### config.mk
export PLATFORM = sky130hd
export DESIGN_NAME = pmsr_regs
export DESIGN_NICKNAME = d
export VERILOG_FILES = /design/src/pkg/pmsr_pkg.sv /design/src/pkg/pmsr_mgmt_if.sv /design/src/core/pmsr_mgmt_engine.sv /design/src/core/pmsr_regs.sv
export SDC_FILE = /design/constraint.sdc
export NUM_CORES = 1
export LEC_CHECK = 0
export ABC_AREA = 1
export BUFFER_PORTS_ARGS = -buffer_cell sky130_fd_sc_hd__buf_4
export CORE_MARGIN = 1
export CORE_UTILIZATION = 47
export DETAILED_ROUTE_END_ITERATION = 7
export GPL_ROUTABILITY_DRIVEN = 0
export PLACE_DENSITY = 0.77
export SYNTH_ARGS = -nofsm -noshare
export SYNTH_HDL_FRONTEND = slang
export SYNTH_HIERARCHICAL = 1
export SYNTH_SLANG_ARGS = --single-unit
### constraint.sdc
create_clock -name clk -period 1.3 [get_ports clk]
set_input_delay 0.26 -clock clk [delete_from_list [all_inputs] [get_ports clk]]
set_output_delay 0.26 -clock clk [all_outputs]
set_load 0.02 [all_outputs]
### src/pkg/pmsr_pkg.sv
// shared constants and types for the phy management status register bank
package pmsr_pkg;

  // ----------------------------------------------------------------
  // bus shape and timing
  // ----------------------------------------------------------------
  localparam int ADDR_W = 4;
  localparam int DATA_W = 16;
  localparam int CLK_NS = 20;
  localparam int MGMT_OP_NS = 10240; // one management read or write, 10.24 us
  localparam int MGMT_OP_CYC = MGMT_OP_NS / CLK_NS;

  // ----------------------------------------------------------------
  // register offsets
  // ----------------------------------------------------------------
  localparam logic [ADDR_W-1:0] OFF_MSTAT = 4'h0;
  localparam logic [ADDR_W-1:0] OFF_MCMD = 4'h1;
  localparam logic [ADDR_W-1:0] OFF_MRDATA = 4'h2;
  localparam logic [ADDR_W-1:0] OFF_PHS1 = 4'h3;
  localparam logic [ADDR_W-1:0] OFF_ID_HIGH = 4'h4;
  localparam logic [ADDR_W-1:0] OFF_ID_LOW = 4'h5;
  localparam logic [ADDR_W-1:0] OFF_SIREV = 4'h6;
  localparam logic [ADDR_W-1:0] OFF_IRQ_ST = 4'h7;
  localparam logic [ADDR_W-1:0] OFF_IRQ_EN = 4'h8;
  localparam logic [ADDR_W-1:0] OFF_IRQ_CLR = 4'h9;

  // ----------------------------------------------------------------
  // field positions
  // ----------------------------------------------------------------
  localparam int ST_BUSY_BIT = 0;
  localparam int ST_SCAN_BIT = 1;
  localparam int ST_READ_DATA_INVALID_FLAG_BIT = 2;
  localparam int CMD_READ_BIT = 0;
  localparam int CMD_SCAN_BIT = 1;
  localparam int CMD_WRITE_BIT = 2;
  localparam int PHS1_JAB_BIT = 1;
  localparam int PHS1_LINK_BIT = 2;
  localparam int PHS1_HDPX_BIT = 11;
  localparam int PHS1_FDPX_BIT = 12;
  localparam logic [DATA_W-1:0] PHS1_ZERO_MASK = 16'he7f9;
  localparam int IRQ_DONE_BIT = 0;
  localparam int IRQ_LINK_BIT = 1;
  localparam int IRQ_JAB_BIT = 2;
  localparam int IRQ_W = 3;

  // ----------------------------------------------------------------
  // identification field widths
  // ----------------------------------------------------------------
  localparam int OUI_W = 22;
  localparam int OUI_LOW_W = OUI_W - DATA_W;
  localparam int PART_W = 6;
  localparam int PREV_W = 4;
  localparam int SIREV_W = 5;

  typedef enum logic [1:0] {ST_IDLE, ST_READ, ST_WRITE, ST_SCAN} pmsr_state_t;

endpackage

### src/pkg/pmsr_mgmt_if.sv
// link between the register bank and its management engine
`timescale 1ns/1ps
`default_nettype none
interface pmsr_mgmt_if;
  logic start_read;
  logic start_write;
  logic scan_en;
  logic [15:0] phy_data;
  logic busy;
  logic scanning;
  logic read_data_invalid_flag;
  logic done;
  logic [15:0] rd_data;
  modport ctl (output start_read, start_write, scan_en, phy_data,
               input busy, scanning, read_data_invalid_flag, done, rd_data);
  modport eng (input start_read, start_write, scan_en, phy_data,
               output busy, scanning, read_data_invalid_flag, done, rd_data);
endinterface
`default_nettype wire

### src/core/pmsr_mgmt_engine.sv
// management engine: timed single read, write and repeated scan
`timescale 1ns/1ps
`default_nettype none
module pmsr_mgmt_engine #(
  parameter int OP_CYC = pmsr_pkg::MGMT_OP_CYC // cycles per management operation
) (
  input wire logic clk, // system clock
  input wire logic rst, // async reset, active high
  input wire logic ce, // clock enable, freezes state when low
  pmsr_mgmt_if.eng m // commands in, status and data out
);
  import pmsr_pkg::*;

  localparam int CW = $clog2(OP_CYC + 1);
  localparam logic [CW-1:0] LAST = CW'(OP_CYC - 1);

  typedef struct packed {
    pmsr_state_t st;
    logic [CW-1:0] cnt;
    logic read_data_invalid_flag;
    logic done;
    logic [DATA_W-1:0] data;
  } pmsr_eng_t;

  localparam pmsr_eng_t ENG_RST = '{st: ST_IDLE, default: '0};

  pmsr_eng_t s;
  pmsr_eng_t next_s;

  // ----------------------------------------------------------------
  // next state
  // ----------------------------------------------------------------
  // read and write starts are ignored while busy; clearing scan_en ends a scan at its interval end; software must wait for busy low
  always_comb begin
    next_s = s;
    next_s.done = 1'b0;
    case (s.st)
      ST_IDLE: begin
        next_s.cnt = '0;
        if (m.scan_en) begin
          next_s.st = ST_SCAN;
          next_s.read_data_invalid_flag = 1'b1;
        end else if (m.start_read) begin
          next_s.st = ST_READ;
          next_s.read_data_invalid_flag = 1'b1;
        end else if (m.start_write) begin
          next_s.st = ST_WRITE;
        end
      end
      ST_READ, ST_WRITE, ST_SCAN: begin
        if (s.cnt == LAST) begin
          next_s.cnt = '0;
          if (s.st != ST_WRITE) begin
            next_s.data = m.phy_data;
            next_s.done = 1'b1;
            next_s.read_data_invalid_flag = 1'b0;
          end
          // a cancelled scan still finishes the read in flight
          if (!(s.st == ST_SCAN && m.scan_en)) begin
            next_s.st = ST_IDLE;
          end
        end else begin
          next_s.cnt = s.cnt + 1'b1;
        end
      end
      default: begin
        next_s = ENG_RST;
      end
    endcase
  end

  // state register
  always_ff @(posedge clk or posedge rst) begin
    if (rst) begin
      s <= ENG_RST;
    end else if (ce) begin
      s <= next_s;
    end
  end

  // status toward the register bank
  assign m.busy = (s.st != ST_IDLE);
  assign m.scanning = (s.st == ST_SCAN);
  assign m.read_data_invalid_flag = s.read_data_invalid_flag;
  assign m.done = s.done;
  assign m.rd_data = s.data;
endmodule
`default_nettype wire

### src/core/pmsr_regs.sv
// phy management status and identification register bank
//
// Chosen here: the placing of the registers and the strobed register port.
`timescale 1ns/1ps
`default_nettype none
module pmsr_regs #(
  parameter logic [pmsr_pkg::OUI_W-1:0] OUI = 22'h2a5a5a, // arbitrary value
  parameter logic [pmsr_pkg::PART_W-1:0] PART_NUM = 6'h15, // arbitrary value
  parameter logic [pmsr_pkg::PREV_W-1:0] PHY_REV = 4'h3, // arbitrary value
  parameter logic [pmsr_pkg::SIREV_W-1:0] SI_REV = 5'h0a, // arbitrary value
  parameter int OP_CYC = pmsr_pkg::MGMT_OP_CYC // cycles per operation
) (
  input wire logic clk, // system clock, 50 mhz
  input wire logic rst, // async reset, active high
  input wire logic ce, // clock enable
  input wire logic [pmsr_pkg::ADDR_W-1:0] addr, // register offset
  input wire logic [pmsr_pkg::DATA_W-1:0] wdata, // write data
  input wire logic wr, // write strobe
  input wire logic rd, // read strobe
  output logic [pmsr_pkg::DATA_W-1:0] rdata, // read data, cycle after rd
  output logic irq, // level interrupt
  input wire logic link_up, // live phy link level
  input wire logic jabber_det, // phy jabber event
  input wire logic [pmsr_pkg::DATA_W-1:0] phy_reg_data // selected phy register
);
  import pmsr_pkg::*;

  // ----------------------------------------------------------------
  // state
  // ----------------------------------------------------------------
  typedef struct packed {
    logic cmd_read;
    logic scan_en;
    logic start_read;
    logic start_write;
    logic link_latch;
    logic link_prev;
    logic jabber;
    logic [IRQ_W-1:0] irq_st;
    logic [IRQ_W-1:0] irq_en;
    logic [DATA_W-1:0] rdata;
  } pmsr_regs_t;

  localparam pmsr_regs_t REGS_RST = '0;

  pmsr_regs_t s;
  pmsr_regs_t next_s;
  pmsr_mgmt_if m ();

  // one decode used by every write strobe and the phs1 read strobe
  function automatic logic hit(input logic strobe, input logic [ADDR_W-1:0] a,
                               input logic [ADDR_W-1:0] off);
    hit = strobe && (a == off);
  endfunction

  // ----------------------------------------------------------------
  // management engine
  // ----------------------------------------------------------------
  pmsr_mgmt_engine #(
    .OP_CYC(OP_CYC)
  ) u_engine (
    .clk(clk),
    .rst(rst),
    .ce(ce),
    .m(m)
  );

  // commands leave from flops so the engine sees one clean pulse
  assign m.start_read = s.start_read;
  assign m.start_write = s.start_write;
  assign m.scan_en = s.scan_en;
  assign m.phy_data = phy_reg_data;

  // ----------------------------------------------------------------
  // next state
  // ----------------------------------------------------------------
  always_comb begin
    logic rd_phs1;
    logic [IRQ_W-1:0] ev;
    logic [IRQ_W-1:0] clr;
    rd_phs1 = hit(rd, addr, OFF_PHS1);
    ev = '0;
    clr = '0;
    next_s = s;
    next_s.start_read = 1'b0;
    next_s.start_write = 1'b0;

    // only command, enable and clear are writable; the rest ignore writes
    if (hit(wr, addr, OFF_MCMD)) begin
      next_s.cmd_read = wdata[CMD_READ_BIT];
      next_s.scan_en = wdata[CMD_SCAN_BIT];
      next_s.start_read = wdata[CMD_READ_BIT];
      next_s.start_write = wdata[CMD_WRITE_BIT];
    end
    if (hit(wr, addr, OFF_IRQ_EN)) begin
      next_s.irq_en = wdata[IRQ_W-1:0];
    end
    if (hit(wr, addr, OFF_IRQ_CLR)) begin
      clr = wdata[IRQ_W-1:0];
    end

    // latch link low: a read reloads the live level, a drop always wins
    if (rd_phs1) begin
      next_s.link_latch = link_up;
    end
    if (!link_up) begin
      next_s.link_latch = 1'b0;
    end

    // latch jabber high: a read clears it unless an event lands then
    if (rd_phs1) begin
      next_s.jabber = 1'b0;
    end
    if (jabber_det) begin
      next_s.jabber = 1'b1;
    end

    // interrupt events; a set in the clearing cycle is kept
    next_s.link_prev = link_up;
    ev[IRQ_DONE_BIT] = m.done;
    ev[IRQ_LINK_BIT] = s.link_prev && !link_up;
    ev[IRQ_JAB_BIT] = jabber_det;
    next_s.irq_st = (s.irq_st & ~clr) | ev;

    // read data stand for one cycle only, zero otherwise
    next_s.rdata = '0;
    if (rd) begin
      case (addr)
        OFF_MSTAT: begin
          // reserved bit 3 and bits 15-4 stay zero
          next_s.rdata[ST_READ_DATA_INVALID_FLAG_BIT] = m.read_data_invalid_flag;
          next_s.rdata[ST_SCAN_BIT] = m.scanning;
          next_s.rdata[ST_BUSY_BIT] = m.busy;
        end
        OFF_MCMD: begin
          next_s.rdata[CMD_READ_BIT] = s.cmd_read;
          next_s.rdata[CMD_SCAN_BIT] = s.scan_en;
        end
        OFF_MRDATA: begin
          next_s.rdata = m.rd_data;
        end
        OFF_PHS1: begin
          next_s.rdata[PHS1_FDPX_BIT] = 1'b1;
          next_s.rdata[PHS1_HDPX_BIT] = 1'b1;
          next_s.rdata[PHS1_LINK_BIT] = s.link_latch;
          next_s.rdata[PHS1_JAB_BIT] = s.jabber;
        end
        OFF_ID_HIGH: begin
          next_s.rdata = OUI[OUI_W-1:OUI_LOW_W];
        end
        OFF_ID_LOW: begin
          next_s.rdata = {OUI[OUI_LOW_W-1:0], PART_NUM, PHY_REV};
        end
        OFF_SIREV: begin
          next_s.rdata[SIREV_W-1:0] = SI_REV;
        end
        OFF_IRQ_ST: begin
          next_s.rdata[IRQ_W-1:0] = s.irq_st;
        end
        OFF_IRQ_EN: begin
          next_s.rdata[IRQ_W-1:0] = s.irq_en;
        end
        default: begin
          next_s.rdata = '0;
        end
      endcase
    end
  end

  // ----------------------------------------------------------------
  // state register and outputs
  // ----------------------------------------------------------------
  always_ff @(posedge clk or posedge rst) begin
    if (rst) begin
      s <= REGS_RST;
    end else if (ce) begin
      s <= next_s;
    end
  end

  assign rdata = s.rdata;
  assign irq = |(s.irq_st & s.irq_en);
endmodule
`default_nettype wire

==> out/results.ini, run 1 <==
[timing]
hold_violations = 0
fmax_mhz = 715
grt_setup_unrepaired = yes
fin_crit_sh_pct = 108
tightest_slew_ns = 0.383
maxSlewViolCount = 0
fin_skew_ns = 0.00781
min_period_ns = 1.40
setup_viol = 19
fin_ws_ns = -0.0993
whs_ns = 0.0146
relSlewSlack_pct = 74.5
tns_ns = -1.26

[synth]
avgSynthCellArea_sq_um = 8.24
synth_top_area_share_pct = 46.0
synth_area_sq_um = 3210
synth_top_area_cell = dfrtp_1
ys_warn_count = 6
synth_nets = 434
ys_seq_elements = 59
synth_flop_cell = dfrtp_1
synthCells = 390
synth_area_leaders = dfrtp_1, nand2_1, buf_4
synth_cell_types = 32
synth_edf_count = 0
async_flop_share_pct = 100
yosysSeqAreaShare_pct = 46.0

[route]
first_pass_iters = 8
routed_wl_mm = 6.72
wl_per_cell_um = 12.9
vias_per_cell = 4.96
drcViolationCount = 0
initialDrtViolationCount = 207
vias = 2581
final_antenna_net_count = 0

[outcome]
outcome = complete, but fails checks
violations = negative setup slack

[layout]
antenna_cells = 0
finalNetCount = 483
multiInputGateArea_sq_um = 1280
nFillCells = 582
instances_no_fill = 520
drive_gt1_share_pct = 32.7
area_delta_synth_final_pct = 19.4
fin_util_pct = 59.4
seq_area_sq_um = 1480

[power]
power_frac_seq_pct = 46.5
p_sw_share_pct = 30.0
p_sw_mw = 1.35
power.total_mw = 4.50
power.internal_mw = 3.15
power_frac_comb_pct = 22.0
leakagePower_nw = 2.04
p_clk_share_pct = 31.5
peakVddDrop_mv = 0.615
power_density_nw_per_um2 = 1170

[global_route]
track_usage_pct = 20.1
grt_pass1_vias = 2395
grt_pass1_wl_mm = 11.1
antenna_found_initial = 0
grt_max_degree = 34
grt.overflow.total = 0

[setup_path]
critPathMaxFanout = 17
cp_slowest_cell = dfrtp_1
startpoint_type = flop
cp.buffers_inverters = 1
critPathTopFamily = simple AND/OR/NAND/NOR gates
crit_arrival_ns = 1.63
worstSetupEndpointType = flop
cp.required_ns = 1.53
cp_num_cells = 7
slowest_delay_ns = 0.39
r2r_cells = 7
crit_chain = ha_4 -> nand2_4 -> nor3_4 -> nand3_4 -> buf_12 -> nand2_1 -> o21ai_2
crit_type = flop to flop

[place]
hpwlAfterDp_mm = 4.80
port-buffer-count = 46
dp.cells = 498

[clock_tree]
numCtsBuffers = 9
cts_root_buf = clkbuf_8
cts.path.max_buffers = 2
cts.sinks = 59
cts_tree = yes
htree_levels = 3
cts.clk_slew.worst_paths_ns = 0.07
insertion_delay_ns = 0.34

[floorplanning]
die_w_um = 84.7
die-height_um = 84.7
core_sq_um = 6460
std_cell_rows = 29
die-area_sq_um = 7170
start_util_pct = 49.7
ios = 60

[job]
drv_cap = 0

[min_path]
hold_path.class = input port to async pin

[routing by layer]
metal	share of wire (%)	global-route usage [%]	vias to the layer above
met2	47	30.6	72
met3	4.8	3.93	13
met5	0	0	-
met1	46	27.8	1206
li1	-	-	1290
met4	2.2	8.94	0
[timing repair]
action,4_1_cts,5_1_grt
gates cloned,0,1
hold buffers,0,0
setup endpoints to repair,24,31
setup buffers,4,3
pin swaps,2,6
resized for setup,4,9
[worst register-to-register path, stage by stage (launching register included)]
cell	delay (ns)
dfrtp_1	0.39
ha_4	0.17
nand2_4	0.06
nor3_4	0.24
nand3_4	0.12
buf_12	0.18
nand2_1	0.08
o21ai_2	0.05
[logic make-up (layout without fill, tap and decap cells)]
family	after synthesis	count (layout)	share of synthesized area, %
AOI/OAI and AO/OA	45	45	9.31
buffers and inverters	89	142	15.5
adders and majority gates	1	1	0.389
xor gates and xnor gates	5	5	1.36
DFF	59	59	46.0
and+or+nand+nor	191	191	27.5
[worst paths after layout]
| path | from | to | slack (ns) |
|---|---|---|---|
| worst max-delay path | u_engine/s[18]$_DFFE_PP0P_ | u_engine/m.rd_data[3]$_DFFE_PP0P_ | -0.1 |
| worst min-delay path | rst | s[22]$_DFFE_PP0P_ | 0.01 |
| worst max register to register | u_engine/s[18]$_DFFE_PP0P_ | u_engine/m.rd_data[3]$_DFFE_PP0P_ | -0.1 |
| worst min register to register | rdata[14]$_DFFE_PP0P_ | rdata[14]$_DFFE_PP0P_ | 0.48 |
| max in group asynchronous | rst | u_engine/m.rd_data[3]$_DFFE_PP0P_ | 1.00 |
| min in group clk | wdata[0] | m.start_read$_DFFE_PP0P_ | 0.16 |
[through the flow]
step,cell area [sq um],setup slack [ns]
2_1_floorplan,3220,-0.108
3_3_place_gp,3560,-0.0707
3_5_place_dp,3560,-0.0955
4_1_cts,3760,-0.112
5_1_grt,3830,-0.173
6_report,3830,-0.0993
[cell type report]
cell class                      instances  area share, %
Inverter                               49           5.02
Sequential cell                        59           38.5
Clock buffer                           12           3.78
Tap cell                               77           2.51
Multi-Input combinational cell        242           33.3
Clock inverter                          3          0.392
Timing Repair Buffer                   78           16.5
[cell usage after synthesis, types with 2 or more instances]
cell type	n
dfrtp_1	59
o211ai_1	3
o21ai_2	16
nand3_1	37
nand2_1	100
a21oi_1	4
clkbuf_1	2
nand4_1	3
o21ai_1	4
nor2_1	24
buf_6	5
o21ai_0	16
nand3_2	2
buf_4	32
inv_1	45
xnor2_1	2
nand2_2	17
xor2_1	3
nor2_4	3
[flip-flops by register name, indices dropped and copies added (netlist names)]
signal	cells
rdata	16
u_engine/m.rd_data	16
u_engine/s	12
s	10
m.scan_en	1
m.start_read	1
m.start_write	1
u_engine/m.done	1
u_engine/m.read_data_invalid_flag	1
[layout by cell type (no fill, tap or decap), types with 3 or more instances in the layout]
master / instances
nand2_1: 95
buf_4: 74
dfrtp_1: 59
inv_1: 45
nand3_1: 36
nor2_1: 22
nand2_2: 21
o21ai_0: 16
o21ai_2: 16
clkbuf_8: 10
clkinv_2: 4
o21ai_1: 4
a21oi_1: 4
nor2_4: 3
nor2_2: 3
o211ai_1: 3
nand3_2: 3
nand4_1: 3
xor2_1: 3
[power by group through the flow]
stage          clock network, mW  logic [mW]  registers [mW]
3_5_place_dp                   0       0.876            2.12
2_1_floorplan                  0       0.503            2.10
3_3_place_gp                   0       0.855            2.11
6_report                    1.42       0.988            2.09
4_1_cts                     1.45       0.922            2.08
5_1_grt                     1.54        1.11            2.10
Note: power is estimated with default switching activity, not from simulation.
==> run 2, diff against run 1 <==
CELL_PAD_IN_SITES_DETAIL_PLACEMENT = 1   (was not set)
CELL_PAD_IN_SITES_GLOBAL_PLACEMENT = 1   (was not set)
CORE_UTILIZATION = 37   (was 47)
PLACE_DENSITY = 0.81   (was 0.77)
==> out/results.ini, run 2 (same netlist as run 1, synthesis figures left out) <==
[outcome]
outcome = complete, but fails checks
violations = negative setup slack

[layout]
nFillCells = 979
fin_area_sq_um = 4090
seq_area_sq_um = 1480
drive_gt1_share_pct = 37.0
antenna_cells = 0
area_delta_synth_final_pct = 27.4
multiInputGateArea_sq_um = 1340
finalNetCount = 498
instances_no_fill = 562
final_common_cell = nand2_1
layout_common_cells = nand2_1, buf_4, dfrtp_1, inv_1, nand3_1

[floorplanning]
ios = 60
core_sq_um = 8300
std_cell_rows = 33
start_util_pct = 38.7
die-height_um = 95.2
die-area_sq_um = 9060
die_w_um = 95.2

[timing]
tightest_slew_ns = 0.398
fin_crit_sh_pct = 112
whs_ns = 0.00915
min_period_ns = 1.46
setup_viol = 29
grt_setup_unrepaired = yes
fin_ws_ns = -0.160
fin_skew_ns = 0.00503
relSlewSlack_pct = 73.5
maxSlewViolCount = 0
hold_violations = 0
tns_ns = -3.23
fmax_mhz = 685

[route]
final_antenna_net_count = 0
wl_met2_mm = 4.88
vias_per_cell = 4.89
routed.top_layer = met4
vias = 2748
initialDrtViolationCount = 90
routed_wl_mm = 9.15
met3_length_um = 262
wl_per_cell_um = 16.3
wl_met1_mm = 3.86
first_pass_iters = 4
drcViolationCount = 0

[place]
place_ws_ns = -0.173
port-buffer-count = 46
place_area_sq_um = 3640
hpwlAfterDp_mm = 6.10
dp.cells = 532

[clock_tree]
cts_root_buf = clkbuf_8
cts.clk_slew.worst_paths_ns = 0.07
cts.path.max_buffers = 2
numCtsBuffers = 9
insertion_delay_ns = 0.33
cts.sinks = 59
cts_tree = yes
htree_levels = 3

[setup_path]
crit_end = u_engine/m.rd_data[12]$_DFFE_PP0P_
critPathMaxFanout = 8
worstSetupEndpointType = flop
crit_start = u_engine/s[19]$_DFFE_PP0P_
timing.rr.start = u_engine/s[19]$_DFFE_PP0P_
crit_type = flop to flop
startpoint_type = flop
timing.rr.end = u_engine/m.rd_data[12]$_DFFE_PP0P_
crit_arrival_ns = 1.68
r2r_setup_slack_ns = -0.16
r2r_cells = 7
cp.required_ns = 1.52

[power]
leakagePower_nw = 2.15
power_density_nw_per_um2 = 1230
peakVddDrop_mv = 0.528

[global_route]
grt.overflow.total = 0
antenna_found_initial = 0
grt_pass1_wl_mm = 13.8
grt_max_degree = 31
grt_pass1_vias = 2868
track_usage_pct = 20.1

[job]
drv_cap = 0

[min_path]
hold_path.class = input port to async pin

## run 2: changes by cell type in the layout (fill, tap and decap cells not counted), moves of 3 or more
cell / before / now
nand2_2: 21 / 15
nand2_4: 1 / 9
buf_4: 74 / 86
nor2_2: 3 / 6
nor2_1: 22 / 19
buf_6: 1 / 4
## run 2: layout make-up
cell class	instances	area share, %
clock inverters	2	0.856
flip-flops and latches	59	36.1
inverters	49	4.71
clock buffers	12	4.03
repair buffers	93	18.5
well taps	105	3.21
multi-input cells	242	32.7
## run 2: layer usage
| metal | vias up | global-route usage [%] |
|---|---|---|
| met5 | - | 0 |
| met4 | 0 | 7.45 |
| met3 | 15 | 3.51 |
| met2 | 65 | 34.6 |
| met1 | 1349 | 24.9 |
| li1 | 1319 | - |
## run 2: critical path, cell delays in order (launching register included)
cell and delay, ns:
dfrtp_1 0.36, ha_2 0.21, nand2_4 0.06, nor3_4 0.19, nand3_4 0.20, buf_4 0.21, nand2_2 0.07, o21ai_2 0.05
## run 2: what timing repair did
action / in CTS / in global routing
hold buffers: 0 / 0
resized for setup: 12 / 22
cloned: 0 / 1
setup buffers: 11 / 5
endpoints found under the setup margin: 28 / 32
pin swaps: 9 / 6
## run 2: power by group
part | switching [mW] | internal, mW | leakage, nW
Combinational | 0.696 | 0.514 | 1.26
Sequential | 0.120 | 1.97 | 0.789
Clock | 0.708 | 1.02 | 0.104
## run 2: worst min path at each step
stage / start / cells past startpoint / to
CTS: rst / 3 / m.start_read$_DFFE_PP0P_
floorplan: rst / 1 / m.scan_en$_DFFE_PP0P_
finish: rst / 3 / m.start_read$_DFFE_PP0P_
detailed placement: rst / 3 / u_engine/s[20]$_DFFE_PP0P_
global placement: rst / 3 / u_engine/s[20]$_DFFE_PP0P_
global route: rst / 3 / u_engine/s[20]$_DFFE_PP0P_
## run 2: per-stage QoR
stage	power (mW)	utilization, %
detailed placement	3.02	43.9
finish	5.03	49.3
global placement	2.97	43.9
global route	5.27	49.3
CTS	4.88	47.8
floorplan	2.61	-
